## src/inc/sec_pkg.sv

```systemverilog
// Summary of operation
// - Two 3-bit action selectors, primary and secondary
// - Code 0 idles, count cleared each field
// - Code 1 runs once, code 2 repeats
// - Code 3 delays start, code 4 delays and repeats
// - Codes 5/6 manual exposure/read, 7 forces idle
// - Hand fire bits drive outputs with link code 1
// - Primary limit 13 bits, secondary limit 12 bits
// - Blank select hides syncs while counters run
// - Primary start delay in fields, per repetition
// - Secondary start delay in fields, per repetition
// - Skip bit applies delay before first count only
// - Eight packed 3-bit output link selectors
// - Link codes: idle, mode, primary, secondary, on
// - Gate blanked for programmed exposure fields
// - Substrate blanked for exposure plus readout fields
// - Apply point picks gate line or field sync
// - Skip-first drops substrate blank in first field
// - Substrate pulses start offset lines after gate
// - Pulse count per field, below field length
// - Gate inhibit suppresses gate, pulses run to count
// - Start level, two edges, two fine edges
package sec_pkg;
  localparam int ADDR_W = 12;
  localparam int NUM_REGS = 10;
  localparam logic [7:0] IDX_ACTION = 8'h70;
  localparam logic [7:0] IDX_LIMITS = 8'h71;
  localparam logic [7:0] IDX_DELAYS = 8'h72;
  localparam logic [7:0] IDX_LINKS = 8'h73;
  localparam logic [7:0] IDX_MASKS = 8'h74;
  localparam logic [7:0] IDX_PULSES = 8'h75;
  localparam logic [7:0] IDX_LEVEL = 8'h76;
  localparam logic [7:0] IDX_EDGES = 8'h77;
  localparam logic [7:0] IDX_FINE = 8'h78;
  localparam logic [7:0] IDX_TEST = 8'h79;
  localparam logic [7:0] IDX_STATUS = 8'h80;
  localparam logic [27:0] RST_ZERO = 28'h000_0000;
  localparam logic [27:0] RST_MASKS = 28'h400_0000;
  localparam logic [27:0] TEST_WORD_MASK = 28'h3FF_FFFF;
  localparam logic [27:0] LEVEL_MASK = 28'h000_0003;
  localparam logic [27:0] LINK_MASK = 28'h0FF_FFFF;
  localparam logic [27:0] ACTION_MASK = 28'h000_3FFF;
  localparam int ACT_P_LSB = 0;
  localparam int ACT_S_LSB = 3;
  localparam int FIRE_LSB = 6;
  localparam int PMAX_LSB = 0;
  localparam int SMAX_LSB = 13;
  localparam int BLANK_LSB = 25;
  localparam int PDLY_LSB = 0;
  localparam int PSKIP_BIT = 13;
  localparam int SDLY_LSB = 14;
  localparam int SSKIP_BIT = 27;
  localparam int LINK_W = 3;
  localparam int GBLANK_LSB = 0;
  localparam int SBLANK_LSB = 13;
  localparam int APPLY_BIT = 26;
  localparam int SKIP1_BIT = 27;
  localparam int OFS_LSB = 1;
  localparam int PULSES_LSB = 14;
  localparam int INHIBIT_BIT = 27;
  localparam int LEVEL_BIT = 0;
  localparam int EDGE_A_LSB = 0;
  localparam int EDGE_B_LSB = 14;
  localparam int BLANK_FS_BIT = 0;
  localparam int BLANK_LS_BIT = 1;
  localparam int BLANK_SEC_BIT = 2;
  localparam logic [2:0] ACT_IDLE = 3'h0;
  localparam logic [2:0] ACT_RUN = 3'h1;
  localparam logic [2:0] ACT_REPEAT = 3'h2;
  localparam logic [2:0] ACT_DELAY = 3'h3;
  localparam logic [2:0] ACT_DELAY_REPEAT = 3'h4;
  localparam logic [2:0] ACT_MAN_EXP = 3'h5;
  localparam logic [2:0] ACT_MAN_READ = 3'h6;
  localparam logic [2:0] ACT_FORCE_IDLE = 3'h7;
  localparam logic [2:0] LINK_IDLE = 3'h0;
  localparam logic [2:0] LINK_HAND = 3'h1;
  localparam logic [2:0] LINK_MODE = 3'h4;
  localparam logic [2:0] LINK_PRIMARY = 3'h5;
  localparam logic [2:0] LINK_SECONDARY = 3'h6;
  localparam logic [2:0] LINK_ON = 3'h7;
  localparam logic [1:0] RESP_OKAY = 2'h0;
  localparam logic [1:0] RESP_SLVERR = 2'h2;
  typedef enum logic [1:0] {SEC_IDLE, SEC_WAIT, SEC_RUN, SEC_DONE} sec_cnt_state_e;
endpackage

```

## src/core/sec_core.sv

```systemverilog
// The implementer's own choice: the AXI4-Lite interface to the registers.
`timescale 1ns/1ps
module sec_pin_sync (
  input wire logic clk,
  input wire logic rst_n,
  input wire logic pin,
  output logic level,
  output logic rise
);
  logic [2:0] stage;
  always_ff @(posedge clk) begin
    if (!rst_n) begin
      stage <= 3'h0;
      level <= 1'b0;
      rise <= 1'b0;
    end else begin
      stage <= {stage[1:0], pin};
      rise <= 1'b0;
      // Only a value seen by two later stages counts as a change
      if (stage[1] == stage[2]) begin
        level <= stage[2];
        rise <= stage[2] & ~level;
      end
    end
  end
endmodule

module sec_field_counter #(
  parameter int W = 13
) (
  input wire logic clk,
  input wire logic rst_n,
  input wire logic field_step,
  input wire logic [2:0] action,
  input wire logic [W-1:0] limit,
  input wire logic [12:0] delay,
  input wire logic skip,
  output logic active,
  output logic started,
  output logic [W-1:0] count
);
  sec_pkg::sec_cnt_state_e state;
  logic [12:0] waited;
  assign active = (state == sec_pkg::SEC_RUN);
  always_ff @(posedge clk) begin
    if (!rst_n) begin
      state <= sec_pkg::SEC_IDLE;
      count <= '0;
      waited <= 13'h0000;
      started <= 1'b0;
    end else begin
      started <= 1'b0;
      if (action == sec_pkg::ACT_FORCE_IDLE) begin
        state <= sec_pkg::SEC_IDLE;
        count <= '0;
        waited <= 13'h0000;
      end else if (field_step) begin
        unique case (state)
          sec_pkg::SEC_IDLE: begin
            count <= '0;
            waited <= 13'h0000;
            if (action inside {sec_pkg::ACT_RUN, sec_pkg::ACT_REPEAT,
                               sec_pkg::ACT_MAN_EXP, sec_pkg::ACT_MAN_READ}) begin
              state <= sec_pkg::SEC_RUN;
              started <= 1'b1;
            end else if (action inside {sec_pkg::ACT_DELAY, sec_pkg::ACT_DELAY_REPEAT}) begin
              if (delay == 13'h0000) begin
                state <= sec_pkg::SEC_RUN;
                started <= 1'b1;
              end else begin
                state <= sec_pkg::SEC_WAIT;
              end
            end
          end
          sec_pkg::SEC_WAIT: begin
            if (action == sec_pkg::ACT_IDLE) begin
              state <= sec_pkg::SEC_IDLE;
            end else if (waited + 13'h0001 >= delay) begin
              state <= sec_pkg::SEC_RUN;
              started <= 1'b1;
              waited <= 13'h0000;
              count <= '0;
            end else begin
              waited <= waited + 13'h0001;
            end
          end
          sec_pkg::SEC_RUN: begin
            if (action == sec_pkg::ACT_IDLE) begin
              state <= sec_pkg::SEC_IDLE;
              count <= '0;
            end else if (count == limit) begin
              case (action)
                sec_pkg::ACT_REPEAT: begin
                  count <= '0;
                  started <= 1'b1;
                end
                sec_pkg::ACT_DELAY_REPEAT: begin
                  count <= '0;
                  if (skip || delay == 13'h0000) begin
                    started <= 1'b1;
                  end else begin
                    state <= sec_pkg::SEC_WAIT;
                  end
                end
                // Manual modes hold at the limit until software moves on
                sec_pkg::ACT_MAN_EXP, sec_pkg::ACT_MAN_READ: count <= limit;
                default: state <= sec_pkg::SEC_DONE;
              endcase
            end else begin
              count <= count + W'(1);
            end
          end
          sec_pkg::SEC_DONE: begin
            if (action == sec_pkg::ACT_IDLE) begin
              state <= sec_pkg::SEC_IDLE;
              count <= '0;
            end
          end
        endcase
      end
    end
  end
endmodule

module sec_core (
  input wire logic aclk,
  input wire logic aresetn,
  input wire logic [11:0] awaddr,
  input wire logic [2:0] awprot,
  input wire logic awvalid,
  output logic awready,
  input wire logic [31:0] wdata,
  input wire logic [3:0] wstrb,
  input wire logic wvalid,
  output logic wready,
  output logic [1:0] bresp,
  output logic bvalid,
  input wire logic bready,
  input wire logic [11:0] araddr,
  input wire logic [2:0] arprot,
  input wire logic arvalid,
  output logic arready,
  output logic [31:0] rdata,
  output logic [1:0] rresp,
  output logic rvalid,
  input wire logic rready,
  input wire logic field_sync_in,
  input wire logic line_sync_in,
  input wire logic vertical_transfer_gate_in,
  input wire logic mode_count_active,
  output logic field_sync_out,
  output logic line_sync_out,
  output logic transfer_gate_out,
  output logic substrate_clock,
  output logic [7:0] general_output
);
  logic [27:0] shadow [sec_pkg::NUM_REGS];
  logic [27:0] act_ctrl, act_lim, act_dly, act_link;
  logic [27:13] act_mask;
  logic [12:0] act_gblank;
  logic [27:0] act_pulses, act_level, act_edges, act_fine;
  logic aw_hold, w_hold, aw_ok;
  logic [3:0] aw_slot;
  logic [31:0] w_data;
  logic [3:0] w_strb;
  logic [31:0] next_word, next_rdata;
  logic next_rok;
  logic commit;
  logic fs_level, fs_tick, ls_level, ls_tick, vtg_level, vtg_tick;
  logic field_step, sub_apply;
  logic p_active, p_started, s_active, s_started;
  logic [12:0] p_count;
  logic [11:0] s_count;
  logic [12:0] gate_left, sub_left;
  logic first_field;
  logic gate_masked, sub_masked, busy;
  logic [13:0] pix;
  logic [12:0] lines_after, pulses_done;
  logic train_wait, train_run, gate_line;

  assign commit = aw_hold && w_hold && !bvalid;

  sec_pin_sync u_fs (.clk(aclk), .rst_n(aresetn), .pin(field_sync_in),
                     .level(fs_level), .rise(fs_tick));
  sec_pin_sync u_ls (.clk(aclk), .rst_n(aresetn), .pin(line_sync_in),
                     .level(ls_level), .rise(ls_tick));
  sec_pin_sync u_vtg (.clk(aclk), .rst_n(aresetn), .pin(vertical_transfer_gate_in),
                      .level(vtg_level), .rise(vtg_tick));

  always_ff @(posedge aclk) begin
    if (!aresetn) begin
      awready <= 1'b0;
      aw_hold <= 1'b0;
      aw_ok <= 1'b0;
      aw_slot <= 4'h0;
    end else begin
      if (awvalid && awready) begin
        awready <= 1'b0;
        aw_hold <= 1'b1;
        aw_slot <= 4'(awaddr[9:2] - sec_pkg::IDX_ACTION);
        aw_ok <= (awaddr[11:10] == 2'h0) && (awaddr[9:2] >= sec_pkg::IDX_ACTION) &&
                 (awaddr[9:2] <= sec_pkg::IDX_TEST);
      end else if (commit) begin
        aw_hold <= 1'b0;
      end else if (!aw_hold && !bvalid && !awready) begin
        awready <= 1'b1;
      end
    end
  end

  always_ff @(posedge aclk) begin
    if (!aresetn) begin
      wready <= 1'b0;
      w_hold <= 1'b0;
      w_data <= 32'h0000_0000;
      w_strb <= 4'h0;
    end else begin
      if (wvalid && wready) begin
        wready <= 1'b0;
        w_hold <= 1'b1;
        w_data <= wdata;
        w_strb <= wstrb;
      end else if (commit) begin
        w_hold <= 1'b0;
      end else if (!w_hold && !bvalid && !wready) begin
        wready <= 1'b1;
      end
    end
  end

  always_ff @(posedge aclk) begin
    if (!aresetn) begin
      bvalid <= 1'b0;
      bresp <= sec_pkg::RESP_OKAY;
    end else if (commit) begin
      bvalid <= 1'b1;
      bresp <= aw_ok ? sec_pkg::RESP_OKAY : sec_pkg::RESP_SLVERR;
    end else if (bvalid && bready) begin
      bvalid <= 1'b0;
    end
  end

  always_comb begin
    next_word = {4'h0, shadow[aw_slot]};
    for (int b = 0; b < 4; b++) begin
      if (w_strb[b]) begin
        next_word[8*b +: 8] = w_data[8*b +: 8];
      end
    end
  end

  // Software sees its own written values; hardware runs on the applied copies, save the apply bit read straight from the shadow
  always_ff @(posedge aclk) begin
    if (!aresetn) begin
      for (int i = 0; i < sec_pkg::NUM_REGS; i++) begin
        shadow[i] <= sec_pkg::RST_ZERO;
      end
      shadow[4'(sec_pkg::IDX_MASKS - sec_pkg::IDX_ACTION)] <= sec_pkg::RST_MASKS;
    end else if (commit && aw_ok) begin
      unique case (aw_slot)
        4'(sec_pkg::IDX_ACTION - sec_pkg::IDX_ACTION): shadow[aw_slot] <= next_word[27:0] & sec_pkg::ACTION_MASK;
        4'(sec_pkg::IDX_LINKS - sec_pkg::IDX_ACTION): shadow[aw_slot] <= next_word[27:0] & sec_pkg::LINK_MASK;
        4'(sec_pkg::IDX_LEVEL - sec_pkg::IDX_ACTION): shadow[aw_slot] <= next_word[27:0] & sec_pkg::LEVEL_MASK;
        4'(sec_pkg::IDX_TEST - sec_pkg::IDX_ACTION): shadow[aw_slot] <= next_word[27:0] & sec_pkg::TEST_WORD_MASK;
        default: shadow[aw_slot] <= next_word[27:0];
      endcase
    end
  end

  always_comb begin
    next_rdata = 32'h0000_0000;
    next_rok = 1'b1;
    if (araddr[11:10] == 2'h0 && araddr[9:2] >= sec_pkg::IDX_ACTION &&
        araddr[9:2] <= sec_pkg::IDX_TEST) begin
      next_rdata = {4'h0, shadow[4'(araddr[9:2] - sec_pkg::IDX_ACTION)]};
    end else if (araddr[11:10] == 2'h0 && araddr[9:2] == sec_pkg::IDX_STATUS) begin
      next_rdata = {4'h0, train_run, s_active, p_active, s_count, p_count};
    end else begin
      next_rok = 1'b0;
    end
  end

  always_ff @(posedge aclk) begin
    if (!aresetn) begin
      arready <= 1'b0;
      rvalid <= 1'b0;
      rdata <= 32'h0000_0000;
      rresp <= sec_pkg::RESP_OKAY;
    end else begin
      if (arvalid && arready) begin
        arready <= 1'b0;
        rvalid <= 1'b1;
        rdata <= next_rdata;
        rresp <= next_rok ? sec_pkg::RESP_OKAY : sec_pkg::RESP_SLVERR;
      end else if (rvalid && rready) begin
        rvalid <= 1'b0;
        arready <= 1'b1;
      end else if (!rvalid && !arready) begin
        arready <= 1'b1;
      end
    end
  end

  assign sub_apply = shadow[4'(sec_pkg::IDX_MASKS - sec_pkg::IDX_ACTION)][sec_pkg::APPLY_BIT]
                     ? fs_tick : vtg_tick;

  always_ff @(posedge aclk) begin
    if (!aresetn) begin
      act_ctrl <= sec_pkg::RST_ZERO;
      act_lim <= sec_pkg::RST_ZERO;
      act_dly <= sec_pkg::RST_ZERO;
      act_link <= sec_pkg::RST_ZERO;
      act_gblank <= 13'h0000;
    end else if (fs_tick) begin
      act_ctrl <= shadow[4'(sec_pkg::IDX_ACTION - sec_pkg::IDX_ACTION)];
      act_lim <= shadow[4'(sec_pkg::IDX_LIMITS - sec_pkg::IDX_ACTION)];
      act_dly <= shadow[4'(sec_pkg::IDX_DELAYS - sec_pkg::IDX_ACTION)];
      act_link <= shadow[4'(sec_pkg::IDX_LINKS - sec_pkg::IDX_ACTION)];
      act_gblank <= shadow[4'(sec_pkg::IDX_MASKS - sec_pkg::IDX_ACTION)][12:0];
    end
  end

  always_ff @(posedge aclk) begin
    if (!aresetn) begin
      act_mask[27:13] <= sec_pkg::RST_MASKS[27:13];
      act_pulses <= sec_pkg::RST_ZERO;
      act_level <= sec_pkg::RST_ZERO;
      act_edges <= sec_pkg::RST_ZERO;
      act_fine <= sec_pkg::RST_ZERO;
    end else if (sub_apply) begin
      act_mask[27:13] <= shadow[4'(sec_pkg::IDX_MASKS - sec_pkg::IDX_ACTION)][27:13];
      act_pulses <= shadow[4'(sec_pkg::IDX_PULSES - sec_pkg::IDX_ACTION)];
      act_level <= shadow[4'(sec_pkg::IDX_LEVEL - sec_pkg::IDX_ACTION)];
      act_edges <= shadow[4'(sec_pkg::IDX_EDGES - sec_pkg::IDX_ACTION)];
      act_fine <= shadow[4'(sec_pkg::IDX_FINE - sec_pkg::IDX_ACTION)];
    end
  end

  // One cycle late so counters see the settings applied at this field
  always_ff @(posedge aclk) begin
    if (!aresetn) begin
      field_step <= 1'b0;
    end else begin
      field_step <= fs_tick;
    end
  end

  sec_field_counter #(.W(13)) u_primary (
    .clk(aclk), .rst_n(aresetn), .field_step(field_step),
    .action(act_ctrl[sec_pkg::ACT_P_LSB +: 3]),
    .limit(act_lim[sec_pkg::PMAX_LSB +: 13]),
    .delay(act_dly[sec_pkg::PDLY_LSB +: 13]),
    .skip(act_dly[sec_pkg::PSKIP_BIT]),
    .active(p_active), .started(p_started), .count(p_count)
  );

  sec_field_counter #(.W(12)) u_secondary (
    .clk(aclk), .rst_n(aresetn), .field_step(field_step),
    .action(act_ctrl[sec_pkg::ACT_S_LSB +: 3]),
    .limit(act_lim[sec_pkg::SMAX_LSB +: 12]),
    .delay(act_dly[sec_pkg::SDLY_LSB +: 13]),
    .skip(act_dly[sec_pkg::SSKIP_BIT]),
    .active(s_active), .started(s_started), .count(s_count)
  );

  // Exposure starts when the primary counter starts a count
  always_ff @(posedge aclk) begin
    if (!aresetn) begin
      gate_left <= 13'h0000;
      sub_left <= 13'h0000;
      first_field <= 1'b0;
    end else if (p_started) begin
      gate_left <= act_gblank;
      sub_left <= act_mask[sec_pkg::SBLANK_LSB +: 13];
      first_field <= 1'b1;
    end else if (field_step) begin
      first_field <= 1'b0;
      if (gate_left != 13'h0000) begin
        gate_left <= gate_left - 13'h0001;
      end
      if (sub_left != 13'h0000) begin
        sub_left <= sub_left - 13'h0001;
      end
    end
  end

  assign gate_masked = (gate_left != 13'h0000);
  assign sub_masked = (sub_left != 13'h0000) &&
                      !(act_mask[sec_pkg::SKIP1_BIT] && first_field);

  always_ff @(posedge aclk) begin
    if (!aresetn || ls_tick) begin
      pix <= 14'h0000;
    end else if (pix != 14'h3FFF) begin
      pix <= pix + 14'h0001;
    end
  end

  // Pulse train, one substrate pulse per line
  always_ff @(posedge aclk) begin
    if (!aresetn) begin
      lines_after <= 13'h0000;
      pulses_done <= 13'h0000;
      train_wait <= 1'b0;
      train_run <= 1'b0;
      gate_line <= 1'b0;
    end else begin
      if (vtg_tick) begin
        gate_line <= 1'b1;
      end else if (ls_tick) begin
        gate_line <= 1'b0;
      end
      if (vtg_tick) begin
        lines_after <= 13'h0000;
        train_wait <= 1'b1;
        train_run <= 1'b0;
      end else if (fs_tick && !act_pulses[sec_pkg::INHIBIT_BIT]) begin
        train_wait <= 1'b0;
        train_run <= 1'b0;
      end else if (ls_tick && train_wait) begin
        if (lines_after == act_pulses[sec_pkg::OFS_LSB +: 13]) begin
          train_wait <= 1'b0;
          train_run <= (act_pulses[sec_pkg::PULSES_LSB +: 13] != 13'h0000);
          pulses_done <= 13'h0000;
        end else begin
          lines_after <= lines_after + 13'h0001;
        end
      end else if (ls_tick && train_run) begin
        if (pulses_done + 13'h0001 >= act_pulses[sec_pkg::PULSES_LSB +: 13]) begin
          train_run <= 1'b0;
        end
        pulses_done <= pulses_done + 13'h0001;
      end
    end
  end

  assign busy = p_active | (act_lim[sec_pkg::BLANK_LSB + sec_pkg::BLANK_SEC_BIT] & s_active);

  always_ff @(posedge aclk) begin
    if (!aresetn) begin
      field_sync_out <= 1'b0;
      line_sync_out <= 1'b0;
      transfer_gate_out <= 1'b0;
      substrate_clock <= 1'b0;
    end else begin
      field_sync_out <= fs_level &
                        ~(act_lim[sec_pkg::BLANK_LSB + sec_pkg::BLANK_FS_BIT] & busy);
      line_sync_out <= ls_level &
                       ~(act_lim[sec_pkg::BLANK_LSB + sec_pkg::BLANK_LS_BIT] & busy);
      transfer_gate_out <= vtg_level & ~gate_masked &
                           ~act_pulses[sec_pkg::INHIBIT_BIT];
      substrate_clock <= act_level[sec_pkg::LEVEL_BIT] ^ (!sub_masked &&
        ((train_run && pix >= act_edges[sec_pkg::EDGE_A_LSB +: 14] &&
          pix < act_edges[sec_pkg::EDGE_B_LSB +: 14]) ||
         (gate_line && pix >= act_fine[sec_pkg::EDGE_A_LSB +: 14] &&
          pix < act_fine[sec_pkg::EDGE_B_LSB +: 14])));
    end
  end

  always_ff @(posedge aclk) begin
    if (!aresetn) begin
      general_output <= 8'h00;
    end else begin
      for (int i = 0; i < 8; i++) begin
        unique case (act_link[sec_pkg::LINK_W*i +: 3])
          sec_pkg::LINK_HAND: general_output[i] <= act_ctrl[sec_pkg::FIRE_LSB + i];
          sec_pkg::LINK_MODE: general_output[i] <= mode_count_active;
          sec_pkg::LINK_PRIMARY: general_output[i] <= p_active;
          sec_pkg::LINK_SECONDARY: general_output[i] <= s_active;
          sec_pkg::LINK_ON: general_output[i] <= 1'b1;
          default: general_output[i] <= 1'b0;
        endcase
      end
    end
  end
endmodule

```

## config.mk

```make
export PLATFORM = sky130hd
export DESIGN_NAME = sec_core
export DESIGN_NICKNAME = d
export VERILOG_FILES = /design/src/inc/sec_pkg.sv /design/src/core/sec_core.sv
export SDC_FILE = /design/constraint.sdc
export NUM_CORES = 2
export LEC_CHECK = 0
export ABC_CLOCK_PERIOD_IN_PS = 4800
export BUFFER_PORTS_ARGS = -buffer_cell sky130_fd_sc_hd__buf_2
export CORE_ASPECT_RATIO = 1.4
export CORE_MARGIN = 2
export CORE_UTILIZATION = 60
export CTS_CLUSTER_DIAMETER = 150
export DETAILED_ROUTE_END_ITERATION = 12
export PLACE_DENSITY = 0.78
export SETUP_SLACK_MARGIN = 0.1
export SLEW_MARGIN = 20
export SYNTH_ARGS = -nofsm -noshare
export SYNTH_HDL_FRONTEND = slang
export SYNTH_HIERARCHICAL = 1
export SYNTH_SLANG_ARGS = --single-unit
```

## constraint.sdc

```tcl
create_clock -name aclk -period 4.8 [get_ports aclk]
set_clock_uncertainty 0.05 [all_clocks]
set_input_delay 0 -clock aclk [delete_from_list [all_inputs] [get_ports aclk]]
set_output_delay 0 -clock aclk [all_outputs]
set_load 0.02 [all_outputs]
```

==> insert_results.sql <==
INSERT INTO impl_metrics (metric_group, metric, value, unit) VALUES
('yosys', 'synth_cells', '3840', ''),
('place', 'post_dp_cell_area', '44500', 'um2'),
('critical_path', 'worst-path-buf-inv', '0', ''),
('status', 'status', 'complete, no violations', ''),
('global_routing', 'grt_util_all_layers', '33.3', '%'),
('place', 'gpl.final_weighted_congestion', '0.911', ''),
('critical_path', 'worst_setup_path_start_kind', 'flip-flop', ''),
('clock_tree', 'cts_buffers', '80', ''),
('routing', 'detail_route.iter0.violations', '3869', ''),
('global_routing', 'number_of_global_route_vias_before_repair', '31400', ''),
('final_layout', 'nets', '4131', ''),
('sta', 'final-hold-violation-count', '0', ''),
('clock_tree', 'ctsHtreeMaxLevel', '3', ''),
('critical_path', 'worst-endpoint-required', '5.31', 'ns'),
('clock_tree', 'cts.path.max_buffers', '3', ''),
('sta', 'total_negative_setup_slacks', '0', 'ns'),
('global_routing', 'grt_pass1_wl', '186000', 'um'),
('critical_path', 'critPathArrivalTime', '4.21', 'ns'),
('routing', 'detail_route.wirelength', '123000', 'um'),
('floorplanning', 'die_height', '321', 'um'),
('critical_path', 'r2r.worst_path.cells', '11', ''),
('critical_path', 'worst-setup-path-type', 'flip-flop to flip-flop', ''),
('final_layout', 'design_area', '48100', 'um2'),
('critical_path', 'regToRegSetupSlack', '1.10', 'ns'),
('critical_path', 'critical_path.reg2reg.startpoint', 'u_secondary/waited[0]$_SDFFE_PP0P_', ''),
('final_layout', 'synthToLayoutAreaGrowth', '11.7', '%'),
('floorplanning', 'placeableCoreArea', '71300', 'um2'),
('clock_tree', 'postCtsResizedCells', '0', ''),
('global_routing', 'initial_antenna_violation_count', '6', ''),
('floorplanning', 'die_width', '231', 'um'),
('pwr', 'p_leak', '0.0173', 'uW'),
('global_routing', 'overflow', '0', ''),
('critical_path', 'setup.worst_path.end', 'u_secondary/count[3]$_SDFFE_PP0P_', ''),
('flow_run', 'drv_cap', '0', ''),
('critical_path', 'worst_setup_path_startpoint', 'u_secondary/waited[0]$_SDFFE_PP0P_', ''),
('hold_path', 'min-delay-path-class', 'primary input to flip-flop', ''),
('routing', 'drt_first_pass_iters', '6', ''),
('clock_tree', 'cts_num_sinks', '885', ''),
('routing', 'drc_violations', '0', ''),
('routing', 'routedWlPerCell', '24.8', 'um'),
('critical_path', 'crit_fanout', '12', ''),
('floorplanning', 'core.rowCount', '116', ''),
('sta', 'timing_max_transition_violations_final', '0', ''),
('clock_tree', 'cts.reportedPaths.clkPinSlew', '0.07', 'ns'),
('yosys', 'mappedNetlistArea', '43100', 'um2'),
('sta', 'post-route-period-util', '77.1', '%'),
('final_layout', 'share_of_cells_above_drive_strength_1', '16.1', '%'),
('floorplanning', 'design.portCount', '130', ''),
('sta', 'grt_setup_unrepaired', 'false', ''),
('place', 'port_buffers', '109', ''),
('place', 'placed_cells_incl_taps', '4731', ''),
('critical_path', 'r2r-end', 'u_secondary/count[3]$_SDFFE_PP0P_', ''),
('clock_tree', 'post-cts-setup-buffer-count', '0', ''),
('final_layout', 'fillers', '4925', ''),
('critical_path', 'cp_num_cells', '11', ''),
('sta', 'worst_pin_slew', '1.03', 'ns'),
('clock_tree', 'root_buffer', 'sky130_fd_sc_hd__clkbuf_16', ''),
('critical_path', 'crit_top_cell', 'sky130_fd_sc_hd__nand4_1', ''),
('final_layout', 'final-instance-count-excl-fill', '4964', ''),
('yosys', 'synthesis.yosys.warnings', '6', ''),
('critical_path', 'crit_path_cell_trace', 'ha_1, nand4_1, nor2_1, nand4_1, xnor2_1, ha_1, nand4_1, a311oi_1, nor4_1, or3_1, mux2i_1', ''),
('routing', 'route.vias.total', '32100', ''),
('global_routing', 'grt_max_degree', '123', ''),
('pwr', 'worst_ir_drop_vdd', '266', 'uV'),
('sta', 'setup_viol_count_final', '0', ''),
('yosys', 'mean_instance_size_in_the_synthesized_netlist', '11.2', 'um2'),
('pwr', 'pwr_density_cell', '329', 'nW/um2'),
('clock_tree', 'clock_latency', '0.65', 'ns'),
('routing', 'ant_nets', '0', ''),
('critical_path', 'worst_path_largest_cell_delay', '0.65', 'ns'),
('routing', 'via_per_inst', '6.46', ''),
('floorplanning', 'die_area', '74000', 'um2'),
('critical_path', 'endpoint_type_of_the_worst_setup_path', 'flip-flop', ''),
('clock_tree', 'hold_buf_count_cts', '82', ''),
('place', 'hpwl', '85300', 'um'),
('sta', 'relSlewSlack', '31.6', '%'),
('sta', 'fmaxAchievable', '270', 'MHz'),
('critical_path', 'crit_slowest_cell', 'sky130_fd_sc_hd__or3_1', ''),
('sta', 'time_the_worst_path_needs_with_i_o_delays_and_setup', '3.70', 'ns'),
('critical_path', 'critical-path-top-delay-family', 'simple AND/OR/NAND/NOR gates', ''),
('floorplanning', 'initial_core_util', '60.5', '%'),
('clock_tree', 'cts_tree', 'done', '');
[cell usage in the layout, fill, tap and decap left out, types with 44 or more instances in the layout]
master                          instances
sky130_fd_sc_hd__nand2_1              466
sky130_fd_sc_hd__dfxtp_1              461
sky130_fd_sc_hd__nor2_1               423
sky130_fd_sc_hd__edfxtp_1             420
sky130_fd_sc_hd__mux4_2               272
sky130_fd_sc_hd__a21oi_1              254
sky130_fd_sc_hd__mux2i_1              180
sky130_fd_sc_hd__inv_1                146
sky130_fd_sc_hd__o21ai_0              120
sky130_fd_sc_hd__buf_2                105
sky130_fd_sc_hd__ha_1                 103
sky130_fd_sc_hd__nand3_1              102
sky130_fd_sc_hd__clkbuf_16             86
sky130_fd_sc_hd__dlygate4sd3_1         82
sky130_fd_sc_hd__xnor2_1               79
sky130_fd_sc_hd__buf_4                 55
sky130_fd_sc_hd__xor2_1                54
sky130_fd_sc_hd__nand2b_1              54
sky130_fd_sc_hd__nor2b_1               50
sky130_fd_sc_hd__conb_1                50
sky130_fd_sc_hd__nand4_1               44
[layout make-up]
type                            instances  area (um2)  share of cell area [%]
Inverter                              149         567                    1.18
Clock buffer                          106        2370                    4.92
Clock inverter                         42         415                   0.863
Tap cell                              944        1180                    2.45
Antenna cell                            3        7.51                  0.0156
Multi-Input combinational cell       2580       19700                    40.8
Timing Repair Buffer                  255        2010                    4.18
Sequential cell                       885       21900                    45.6
[metrics by stage]
stage	hold slack [ns]	util (%)	power, uW	worst slack (ns)
2_1_floorplan	0.0860	-	8830	1.19
5_1_grt	0.0647	67.5	16200	0.829
3_5_place_dp	0.177	62.5	9140	1.14
3_3_place_gp	0.172	62.5	9110	1.21
6_report	0.0579	67.6	15800	1.10
4_1_cts	0.0206	67.5	15800	1.12
[layer usage]
layer	vias up	part of all wire [%]	global-route usage (%)
met2	2013	48	55.1
met5	-	0.041	0
met3	458	11	7.16
met1	15600	35	40.9
met4	8	5.9	18.0
li1	14000	-	-
[worst min path at each step]
stage	start	to	slack, ns	cells past startpoint
6_report	aresetn	shadow[4][26]$_SDFFE_PN1P_	0.06	3
5_1_grt	aresetn	shadow[4][26]$_SDFFE_PN1P_	0.06	3
4_1_cts	aresetn	shadow[4][24]$_SDFFE_PN0P_	0.02	5
3_5_place_dp	vertical_transfer_gate_in	u_vtg/stage[0]$_SDFF_PN0_	0.18	2
3_3_place_gp	line_sync_in	u_ls/stage[0]$_SDFF_PN0_	0.17	2
2_1_floorplan	wdata[24]	w_data[24]$_SDFFE_PN0P_	0.09	2
[report_power, final]
part	switching (uW)	internal, uW
Combinational	486	428
Clock	2880	3860
Sequential	168	7990
Total	3540	12300
[flip-flops by register name, summed over array words and instances, names as in the netlist, 14 cells and up, named ones only]
register / count
act_fine: 28
act_mask: 14
w_data: 28
act_link: 24
act_lim: 28
act_pulses: 27
act_dly: 28
rdata: 28
pix: 14
act_ctrl: 14
shadow: 448
act_edges: 28
[tightest hold or removal path, delay by kind of cell]
family / cells / cell delay, ns
buffers and inverters: 2 / 0.52
AOI/OAI and AO/OA: 1 / 0.17
Power figures use the tool's default switching activity.
